--- src/ocfs_pkg.sv ---
// package for the output clock frequency select block
// assumes an apb slave with 32-bit data; registers sit at four times their index
package ocfs_pkg;

  // register indices and byte addresses
  localparam logic [11:0] IDX_ALT_DECODE = 12'h04f;
  localparam logic [11:0] IDX_THIRD_RATE = 12'h061;
  localparam logic [11:0] IDX_SIXTH_RATE = 12'h062;
  localparam logic [11:0] IDX_SYNC_EN = 12'h063;
  localparam logic [11:0] IDX_SEC_FREQ = 12'h064;
  localparam logic [11:0] IDX_MAIN_FREQ = 12'h065;
  localparam logic [11:0] ADDR_ALT_DECODE = 12'(IDX_ALT_DECODE * 4);
  localparam logic [11:0] ADDR_THIRD_RATE = 12'(IDX_THIRD_RATE * 4);
  localparam logic [11:0] ADDR_SIXTH_RATE = 12'(IDX_SIXTH_RATE * 4);
  localparam logic [11:0] ADDR_SYNC_EN = 12'(IDX_SYNC_EN * 4);
  localparam logic [11:0] ADDR_SEC_FREQ = 12'(IDX_SEC_FREQ * 4);
  localparam logic [11:0] ADDR_MAIN_FREQ = 12'(IDX_MAIN_FREQ * 4);

  // field positions
  localparam int ALT3_BIT = 2;
  localparam int ALT6_BIT = 5;
  localparam int SIXTH_LSB = 4;
  localparam int MFS_EN_BIT = 7;
  localparam int FS_EN_BIT = 6;
  localparam int SRC_MAIN_BIT = 6;
  localparam int M2S_LSB = 3;

  // reset values before the straps are taken, the strap load cycle and the highest secondary code
  localparam logic [3:0] RATE_RESET = 4'h0;
  localparam logic [2:0] SYNTH_RESET = 3'h0;
  localparam logic [1:0] STRAP_LOAD_CYCLE = 2'h2;
  localparam logic [3:0] SEC_CODE_MAX = 4'hc;

  // clock sources the outputs can follow
  typedef enum logic [3:0] {
    SRC_MAIN, SRC_MAIN2, SRC_SEC, SRC_REF_MAIN, SRC_REF_SEC, SRC_AUX1, SRC_AUX2, SRC_F2K, SRC_F8K
  } ocfs_src_t;
  localparam int NSRC = 9;

  // one output's selection: enable, source and half-period in source edges minus one
  typedef struct packed {
    logic en;
    ocfs_src_t src;
    logic [5:0] div_m1;
  } ocfs_sel_t;

  // apb request group
  typedef struct packed {
    logic psel;
    logic penable;
    logic pwrite;
    logic [11:0] paddr;
    logic [31:0] pwdata;
  } ocfs_apb_req_t;

endpackage

--- src/ocfs_top.sv ---
// output clock frequency selection with apb registers and strap defaults
// assumes source clocks arrive from other domains and are sampled on pclk
`timescale 1ns/1ps

////////////////////////////////////////////////////////////////////////////////
// one glitch-free divided output
module ocfs_channel #(
  parameter int N = 9
) (
  // clock and reset
  input wire logic pclk,
  input wire logic presetn,
  // source edges and selection
  input wire logic [N-1:0] src_edge,
  input wire ocfs_pkg::ocfs_sel_t next_sel,
  // divided output
  output logic clk_out
);
  ocfs_pkg::ocfs_sel_t cur;
  logic [5:0] cnt;
  logic active_edge;
  logic switch_now;

  // edges of the adopted source; switch only while the output rests low
  assign active_edge = src_edge[int'(cur.src)];
  assign switch_now = (next_sel != cur) && !clk_out;

  // half-period counter toggles the output every div_m1+1 source edges
  always_ff @(posedge pclk or negedge presetn) begin
    if (!presetn) begin
      cur <= '0;
      cnt <= 6'h00;
      clk_out <= 1'b0;
    end else if (switch_now) begin
      cur <= next_sel;
      cnt <= 6'h00;
    end else if (!cur.en) begin
      clk_out <= 1'b0;
    end else if (active_edge) begin
      if (cnt == cur.div_m1) begin
        clk_out <= ~clk_out;
        cnt <= 6'h00;
      end else begin
        cnt <= cnt + 6'h01;
      end
    end
  end
endmodule

////////////////////////////////////////////////////////////////////////////////
// top: apb registers, straps, decoders and four output channels
module ocfs_top (
  // clock and reset
  input wire logic pclk,
  input wire logic presetn,
  // apb slave
  input wire logic psel,
  input wire logic penable,
  input wire logic pwrite,
  input wire logic [11:0] paddr,
  input wire logic [31:0] pwdata,
  output logic [31:0] prdata,
  output logic pready,
  output logic pslverr,
  // strap pins
  input wire logic [2:0] third_output_strap,
  input wire logic [2:0] sixth_output_strap,
  // source clocks, in order of ocfs_src_t
  input wire logic [ocfs_pkg::NSRC-1:0] src_clk,
  // output clocks
  output logic third_output_clock,
  output logic sixth_output_clock,
  output logic multiframe_sync_output,
  output logic frame_sync_output,
  // synthesizer rate codes to the plls
  output logic [3:0] secondary_synth_rate_code,
  output logic [2:0] main_synth_rate_code
);
  localparam int NS = ocfs_pkg::NSRC;

  // registers
  logic [3:0] third_output_rate_code;
  logic [3:0] sixth_output_rate_code;
  logic third_output_alt_decode;
  logic sixth_output_alt_decode;
  logic multiframe_sync_enable;
  logic frame_sync_enable;
  logic [3:0] sec_rate_field;
  logic secondary_source_from_main;
  logic [2:0] main_to_secondary_rate_code;
  logic [2:0] main_rate_field;
  logic [1:0] load_cnt;

  ////////////////////////////////////////////////////////////////////////////////
  // two-flop synchronisers for straps and source clocks, third flop for edges
  logic [5:0] strap_s1, strap_s2;
  logic [NS-1:0] src_s1, src_s2, src_s3;
  logic [NS-1:0] src_edge;

  always_ff @(posedge pclk or negedge presetn) begin
    if (!presetn) begin
      strap_s1 <= 6'h00;
      strap_s2 <= 6'h00;
      src_s1 <= '0;
      src_s2 <= '0;
      src_s3 <= '0;
    end else begin
      strap_s1 <= {sixth_output_strap, third_output_strap};
      strap_s2 <= strap_s1;
      src_s1 <= src_clk;
      src_s2 <= src_s1;
      src_s3 <= src_s2;
    end
  end
  assign src_edge = src_s2 ^ src_s3; // both edges count

  ////////////////////////////////////////////////////////////////////////////////
  // apb decode
  wire access = psel && penable;
  wire wr_now = access && pwrite && pready;
  wire hit_alt = paddr == ocfs_pkg::ADDR_ALT_DECODE;
  wire hit_third = paddr == ocfs_pkg::ADDR_THIRD_RATE;
  wire hit_sixth = paddr == ocfs_pkg::ADDR_SIXTH_RATE;
  wire hit_sync = paddr == ocfs_pkg::ADDR_SYNC_EN;
  wire hit_sec = paddr == ocfs_pkg::ADDR_SEC_FREQ;
  wire hit_main = paddr == ocfs_pkg::ADDR_MAIN_FREQ;
  wire mapped = hit_alt | hit_third | hit_sixth | hit_sync | hit_sec | hit_main;
  wire strap_load = load_cnt == ocfs_pkg::STRAP_LOAD_CYCLE;

  // read data; unused bits read zero
  wire [7:0] rd_alt = 8'({sixth_output_alt_decode, 2'b00, third_output_alt_decode, 2'b00});
  wire [7:0] rd_third = {4'h0, third_output_rate_code};
  wire [7:0] rd_sixth = {sixth_output_rate_code, 4'h0};
  wire [7:0] rd_sync = {multiframe_sync_enable, frame_sync_enable, 6'h00};
  wire [7:0] rd_sec = {4'h0, sec_rate_field};
  wire [7:0] rd_main = {1'b0, secondary_source_from_main, main_to_secondary_rate_code, main_rate_field};
  wire [7:0] rd_byte = hit_alt ? rd_alt : hit_third ? rd_third : hit_sixth ? rd_sixth :
                       hit_sync ? rd_sync : hit_sec ? rd_sec : hit_main ? rd_main : 8'h00;

  // one wait state, then answer from flops
  always_ff @(posedge pclk or negedge presetn) begin
    if (!presetn) begin
      pready <= 1'b0;
      prdata <= 32'h0000_0000;
      pslverr <= 1'b0;
    end else begin
      pready <= access && !pready;
      prdata <= (access && !pready && !pwrite) ? {24'h000000, rd_byte} : 32'h0000_0000;
      pslverr <= access && !pready && !mapped;
    end
  end

  ////////////////////////////////////////////////////////////////////////////////
  // register writes and strap load after reset release
  always_ff @(posedge pclk or negedge presetn) begin
    if (!presetn) begin
      load_cnt <= 2'h0;
      third_output_rate_code <= ocfs_pkg::RATE_RESET;
      sixth_output_rate_code <= ocfs_pkg::RATE_RESET;
      third_output_alt_decode <= 1'b0;
      sixth_output_alt_decode <= 1'b0;
      multiframe_sync_enable <= 1'b0;
      frame_sync_enable <= 1'b0;
      sec_rate_field <= ocfs_pkg::RATE_RESET;
      secondary_source_from_main <= 1'b0;
      main_to_secondary_rate_code <= ocfs_pkg::SYNTH_RESET;
      main_rate_field <= ocfs_pkg::SYNTH_RESET;
    end else begin
      if (load_cnt != 2'h3) begin
        load_cnt <= load_cnt + 2'h1;
      end
      if (strap_load) begin
        third_output_rate_code <= {1'b0, strap_s2[2:0]};
        sixth_output_rate_code <= {1'b0, strap_s2[5:3]};
        sec_rate_field <= {strap_s2[3], strap_s2[2:0]};
        main_rate_field <= strap_s2[2:0];
      end else if (wr_now) begin
        if (hit_alt) begin
          third_output_alt_decode <= pwdata[ocfs_pkg::ALT3_BIT];
          sixth_output_alt_decode <= pwdata[ocfs_pkg::ALT6_BIT];
        end
        if (hit_third) begin
          third_output_rate_code <= pwdata[3:0];
        end
        if (hit_sixth) begin
          sixth_output_rate_code <= pwdata[ocfs_pkg::SIXTH_LSB +: 4];
        end
        if (hit_sync) begin
          multiframe_sync_enable <= pwdata[ocfs_pkg::MFS_EN_BIT];
          frame_sync_enable <= pwdata[ocfs_pkg::FS_EN_BIT];
        end
        if (hit_sec) begin
          sec_rate_field <= pwdata[3:0];
        end
        if (hit_main) begin
          secondary_source_from_main <= pwdata[ocfs_pkg::SRC_MAIN_BIT];
          main_to_secondary_rate_code <= pwdata[ocfs_pkg::M2S_LSB +: 3];
          main_rate_field <= pwdata[2:0];
        end
      end
    end
  end

  ////////////////////////////////////////////////////////////////////////////////
  // secondary synth code: direct field or mapped main-to-secondary field
  logic [3:0] m2s_code;
  always_comb begin
    case (main_to_secondary_rate_code)
      3'h0: m2s_code = 4'h2;
      3'h1: m2s_code = 4'h9;
      3'h2: m2s_code = 4'h3;
      3'h4: m2s_code = 4'h4;
      3'h6: m2s_code = 4'h5;
      3'h7: m2s_code = 4'h8;
      default: m2s_code = 4'h0;
    endcase
  end
  wire [3:0] sec_pick = secondary_source_from_main ? m2s_code : sec_rate_field;
  wire [3:0] next_sec_code = (sec_pick > ocfs_pkg::SEC_CODE_MAX) ? 4'h0 : sec_pick;
  wire sec_ok = next_sec_code != 4'h0;

  always_ff @(posedge pclk or negedge presetn) begin
    if (!presetn) begin
      secondary_synth_rate_code <= 4'h0;
      main_synth_rate_code <= ocfs_pkg::SYNTH_RESET;
    end else begin
      secondary_synth_rate_code <= next_sec_code;
      main_synth_rate_code <= main_rate_field;
    end
  end

  ////////////////////////////////////////////////////////////////////////////////
  // selection helpers; n is the division ratio
  function automatic ocfs_pkg::ocfs_sel_t mk(input logic en, input ocfs_pkg::ocfs_src_t s, input int n);
    ocfs_pkg::ocfs_sel_t r;
    r.en = en;
    r.src = en ? s : ocfs_pkg::SRC_MAIN;
    r.div_m1 = en ? 6'(n - 1) : 6'h00;
    return r;
  endfunction

  // standard codes 11..15 shared by both outputs
  function automatic ocfs_pkg::ocfs_sel_t sec_std(input logic [3:0] c, input logic ok);
    case (c)
      4'hb: return mk(ok, ocfs_pkg::SRC_SEC, 64);
      4'hc: return mk(ok, ocfs_pkg::SRC_SEC, 48);
      4'hd: return mk(ok, ocfs_pkg::SRC_SEC, 16);
      4'he: return mk(ok, ocfs_pkg::SRC_SEC, 8);
      default: return mk(ok, ocfs_pkg::SRC_SEC, 4);
    endcase
  endfunction

  // third output decode
  function automatic ocfs_pkg::ocfs_sel_t dec_third(input logic alt, input logic [3:0] c, input logic ok);
    if (!alt) begin
      case (c)
        4'h1: return mk(1'b1, ocfs_pkg::SRC_F2K, 1);
        4'h2: return mk(1'b1, ocfs_pkg::SRC_F8K, 1);
        4'h3: return mk(1'b1, ocfs_pkg::SRC_AUX2, 1);
        4'h4: return mk(1'b1, ocfs_pkg::SRC_AUX1, 1);
        4'h5: return mk(1'b1, ocfs_pkg::SRC_MAIN, 48);
        4'h6: return mk(1'b1, ocfs_pkg::SRC_MAIN, 16);
        4'h7: return mk(1'b1, ocfs_pkg::SRC_MAIN, 12);
        4'h8: return mk(1'b1, ocfs_pkg::SRC_MAIN, 8);
        4'h9: return mk(1'b1, ocfs_pkg::SRC_MAIN, 6);
        4'ha: return mk(1'b1, ocfs_pkg::SRC_MAIN, 4);
        4'h0: return mk(1'b0, ocfs_pkg::SRC_MAIN, 1);
        default: return sec_std(c, ok);
      endcase
    end
    case (c)
      4'h1: return mk(1'b1, ocfs_pkg::SRC_MAIN, 64);
      4'h2: return mk(ok, ocfs_pkg::SRC_SEC, 20);
      4'h3: return mk(ok, ocfs_pkg::SRC_SEC, 12);
      4'h4: return mk(ok, ocfs_pkg::SRC_SEC, 5);
      4'h6: return mk(ok, ocfs_pkg::SRC_SEC, 2);
      4'h8: return mk(1'b1, ocfs_pkg::SRC_REF_MAIN, 1);
      default: return mk(1'b0, ocfs_pkg::SRC_MAIN, 1);
    endcase
  endfunction

  // sixth output decode
  function automatic ocfs_pkg::ocfs_sel_t dec_sixth(input logic alt, input logic [3:0] c, input logic ok);
    if (!alt) begin
      case (c)
        4'h1: return mk(1'b1, ocfs_pkg::SRC_F2K, 1);
        4'h2: return mk(1'b1, ocfs_pkg::SRC_F8K, 1);
        4'h3: return mk(1'b1, ocfs_pkg::SRC_MAIN, 2);
        4'h4: return mk(1'b1, ocfs_pkg::SRC_AUX1, 1);
        4'h5: return mk(1'b1, ocfs_pkg::SRC_MAIN, 1);
        4'h6: return mk(1'b1, ocfs_pkg::SRC_MAIN, 16);
        4'h7: return mk(1'b1, ocfs_pkg::SRC_MAIN, 12);
        4'h8: return mk(1'b1, ocfs_pkg::SRC_MAIN, 8);
        4'h9: return mk(1'b1, ocfs_pkg::SRC_MAIN, 6);
        4'ha: return mk(1'b1, ocfs_pkg::SRC_MAIN, 4);
        4'h0: return mk(1'b0, ocfs_pkg::SRC_MAIN, 1);
        default: return sec_std(c, ok);
      endcase
    end
    case (c)
      4'h1: return mk(ok, ocfs_pkg::SRC_SEC, 5);
      4'h2: return mk(ok, ocfs_pkg::SRC_SEC, 2);
      4'h3: return mk(ok, ocfs_pkg::SRC_SEC, 1);
      4'h4: return mk(1'b1, ocfs_pkg::SRC_MAIN2, 5);
      4'h5: return mk(1'b1, ocfs_pkg::SRC_MAIN2, 2);
      4'h6: return mk(1'b1, ocfs_pkg::SRC_MAIN2, 1);
      4'h7: return mk(1'b1, ocfs_pkg::SRC_REF_SEC, 1);
      4'h8: return mk(1'b1, ocfs_pkg::SRC_REF_MAIN, 1);
      default: return mk(1'b0, ocfs_pkg::SRC_MAIN, 1);
    endcase
  endfunction

  wire ocfs_pkg::ocfs_sel_t sel_third = dec_third(third_output_alt_decode, third_output_rate_code, sec_ok);
  wire ocfs_pkg::ocfs_sel_t sel_sixth = dec_sixth(sixth_output_alt_decode, sixth_output_rate_code, sec_ok);
  wire ocfs_pkg::ocfs_sel_t sel_mfs = mk(multiframe_sync_enable, ocfs_pkg::SRC_F2K, 1);
  wire ocfs_pkg::ocfs_sel_t sel_fs = mk(frame_sync_enable, ocfs_pkg::SRC_F8K, 1);

  ////////////////////////////////////////////////////////////////////////////////
  // four output channels
  ocfs_channel #(.N(NS)) u_third (.pclk(pclk), .presetn(presetn), .src_edge(src_edge),
    .next_sel(sel_third), .clk_out(third_output_clock));
  ocfs_channel #(.N(NS)) u_sixth (.pclk(pclk), .presetn(presetn), .src_edge(src_edge),
    .next_sel(sel_sixth), .clk_out(sixth_output_clock));
  ocfs_channel #(.N(NS)) u_mfs (.pclk(pclk), .presetn(presetn), .src_edge(src_edge),
    .next_sel(sel_mfs), .clk_out(multiframe_sync_output));
  ocfs_channel #(.N(NS)) u_fs (.pclk(pclk), .presetn(presetn), .src_edge(src_edge),
    .next_sel(sel_fs), .clk_out(frame_sync_output));

  wire rd_done = psel && penable && pready && !pwrite;
endmodule

--- config.mk ---
export PLATFORM = sky130hd
export DESIGN_NAME = ocfs_top
export DESIGN_NICKNAME = d
export VERILOG_FILES = /design/src/ocfs_pkg.sv /design/src/ocfs_top.sv
export SDC_FILE = /design/constraint.sdc
export NUM_CORES = 1
export LEC_CHECK = 0
export BUFFER_PORTS_ARGS = -buffer_cell sky130_fd_sc_hd__buf_2
export CAP_MARGIN = 5
export CORE_MARGIN = 5
export CORE_UTILIZATION = 23
export CTS_BUF_LIST = sky130_fd_sc_hd__clkbuf_4 sky130_fd_sc_hd__clkbuf_8
export DETAILED_ROUTE_END_ITERATION = 10
export PLACE_DENSITY = 0.39
export SLEW_MARGIN = 20
export SYNTH_ARGS = -nofsm -noshare
export SYNTH_HDL_FRONTEND = slang
export SYNTH_HIERARCHICAL = 1
export SYNTH_SLANG_ARGS = --single-unit
--- constraint.sdc ---
create_clock -name pclk -period 3.1 [get_ports pclk]
set_clock_uncertainty 0.15 [all_clocks]
set_input_delay 0.62 -clock pclk [delete_from_list [all_inputs] [get_ports pclk]]
set_output_delay 0.62 -clock pclk [all_outputs]
set_load 0.05 [all_outputs]
==> results_dict.tcl <==
set metrics [dict create \
    status "finished with violations" \
    violations "setup timing" \
    crit_fanout 6 \
    seq_area_frac_synth 0.443 \
    port_buffers 60 \
    yosys-top-cells-area "dfrtp_1 44%, xor2_1 7.8%, mux2_2 5.3%" \
    first_iter_violations 317 \
    final_common_cell "dfrtp_1" \
    worst_pin_slew_ns 0.749 \
    hpwl_um 16000 \
    cts_tree "yes" \
    design.core.area_sq_um 37400 \
    num_rows 71 \
    slew_viol_final 0 \
    setup_viol 13 \
    cts.sinks 153 \
    fin_cells 1503 \
    htree_levels 4 \
    yosysUniqueCellTypes 74 \
    ff2ff_setup_slack_ns -0.21 \
    grt_pass1_vias 6617 \
    pin_count 109 \
    fp.dieH_um 204 \
    fin_total_pwr_mw 4.48 \
    synth_edf_count 0 \
    yosys_most_used_dff "dfrtp_1" \
    max_freq_mhz 302 \
    first_pass_iters 5 \
    final_net_count 1050 \
    criticalPathCategory "reg -> reg" \
    vdd_drop_max_uv 246 \
    startpoint_type "flop" \
    drive_gt1_frac 0.299 \
    async_flop_share 1.00 \
    detail-route-antenna-nets 0 \
    layout_common_cells "152 x dfrtp_1, 77 x xor2_1, 61 x buf_4" \
    diodes 0 \
    area_growth_pct 24.1 \
    final_hold_viol_count 0 \
    setup_slack_ns -0.211 \
    start_util 0.231 \
    grt_overflow_total 0 \
    cts.clk_slew.worst_paths_ns 0.09 \
    power_density_nw_per_um2 418 \
    grt_pass1_wl_um 36200 \
    routed_via_density 4.33 \
    ys_seq_elements 153 \
    p_leak_nw 4.77 \
    required_ns 3.32 \
    tns_ns -1.72 \
    synth_area_per_cell_sq_um 10.3 \
    rsz0062_at_grt "true" \
    clockRootBuffer "clkbuf_8" \
    routabilityCongestion 0.803 \
    hold_path.class "in -> reg" \
    slew_headroom 0.501 \
    dp_slack_ns -0.307 \
    clk_latency_ns 0.46 \
    holdWs_ns 0.113 \
    grt_max_degree 59 \
    dieWidth_um 204 \
    synth_area_leader_cell "dfrtp_1" \
    max_cap_violations 0 \
    netlist_area_sq_um 8640 \
    clk_path_buf_depth 2 \
    detailroute.via_count 6504 \
    cp.arrival_ns 3.53 \
    fin_crit_sh 1.07 \
    wl_per_cell_um 14.8 \
    synth_warnings 6 \
    end_kind "flop" \
    drc 0 \
    die-area_sq_um 41500 \
    cts_buffers 17 \
    synth_cells 837 \
    wl_um 22200 \
    post-place-cells 1463 \
    synth_top_area_share 0.443 \
    track_usage 0.108 \
    min_period_ns 3.31 \
    grt_antenna_before_repair 1 \
]
state kept, by name, summed over array words and instances (netlist names), 4 cells and up:
register,flops
sec_rate_field,4
src_s3,9
u_fs/cur,11
u_sixth/cur,11
u_mfs/cur,11
u_third/cur,11
u_mfs/cnt,6
src_s2,9
src_s1,9
strap_s1,6
third_output_rate_code,4
secondary_synth_rate_code,4
strap_s2,6
sixth_output_rate_code,4
u_fs/cnt,6
prdata,8
u_sixth/cnt,6
u_third/cnt,6
worst max-delay path, cell delays in order, from the launching register on:
cell and delay, ns:
dfrtp_1 0.40, mux2_4 0.30, a21o_1 0.19, or3_4 0.37, and2_4 0.20, buf_6 0.13
a21oi_1 0.11, o21ai_1 0.12, xor2_1 0.19, nor4_2 0.25, a31oi_1 0.15, buf_4 0.19
or3b_4 0.37, o32ai_2 0.12
power breakdown:
| group | internal (mW) | leakage (nW) | switching, mW |
|---|---|---|---|
| Sequential | 2.07 | 1.92 | 0.0876 |
| Clock | 0.741 | 0.196 | 0.843 |
| Combinational | 0.296 | 2.65 | 0.441 |
cell type report:
cell class              count  area, sq um
clock buffers              18          248
clock inverters            13          143
fillers                  3946        26700
inverters                  23         86.3
multi-input cells         652         4840
flip-flops and latches    153         3830
well taps                 511          639
repair buffers            133          933
stage by stage:
stage                util  area, sq um
floorplan               -         8910
global placement    0.267         9980
detailed placement  0.267         9980
CTS                 0.282        10500
global route        0.287        10700
finish              0.287        10700
synth_stat cells, types with 8 or more instances:
library cell  count
mux2i_1          27
nor2_1           53
clkbuf_1         24
o32ai_1          14
o21ai_0          37
nor3_1           16
mux2_1           12
nor2b_1          17
a21oi_1          32
a31oi_1          21
buf_4            28
nand3_1          34
or2_2            10
nand2_1          45
nand2b_1          8
inv_1            23
a21boi_1          9
mux2_2           41
xor2_1           77
dfrtp_1         153
nor4_1           13
per-layer routing:
metal,vias up,share of wire,global-route usage
met3,16,0.037,0.0244
met4,2,0.011,0.0270
met2,114,0.47,0.174
met1,3168,0.48,0.148
li1,3204,-,-
met5,-,0.00049,0
repair_timing:
item,in CTS,in global routing
buffers inserted,7,3
gates resized for setup,21,31
pin swaps,13,4
setup endpoints to repair,18,20
endpoints found under the hold margin,43,0
cloned,1,0
hold buffers,1,0
final timing paths:
check	startpoint	to	cells past startpoint
max in group asynchronous	presetn	sixth_output_rate_code[0]$_DFFE_PN0P_	3
worst min register to register	strap_s1[2]$_DFF_PN0_	strap_s2[2]$_DFF_PN0_	0
worst max register to register	main_to_secondary_rate_code[1]$_DFFE_PN0P_	u_third/cnt[2]$_DFFE_PN0P_	13
worst max-delay path	main_to_secondary_rate_code[1]$_DFFE_PN0P_	u_third/cnt[2]$_DFFE_PN0P_	13
min in group asynchronous	presetn	u_fs/cnt[3]$_DFFE_PN0P_	2
worst min-delay path	src_clk[4]	src_s1[4]$_DFF_PN0_	1
logic make-up (layout without fill, tap and decap cells):
| kind of cell | after synthesis | in the layout | synth area share |
|---|---|---|---|
| simple gates | 257 | 257 | 0.164 |
| compound gates | 167 | 167 | 0.133 |
| flops | 153 | 153 | 0.443 |
| buf+inv | 87 | 187 | 0.0556 |
| mux | 85 | 85 | 0.113 |
| xor+xnor | 81 | 81 | 0.0821 |
| fa+ha+maj | 6 | 6 | 0.00869 |
| other cells | 1 | 56 | 0.000434 |
(Power assumes the default switching activity.)
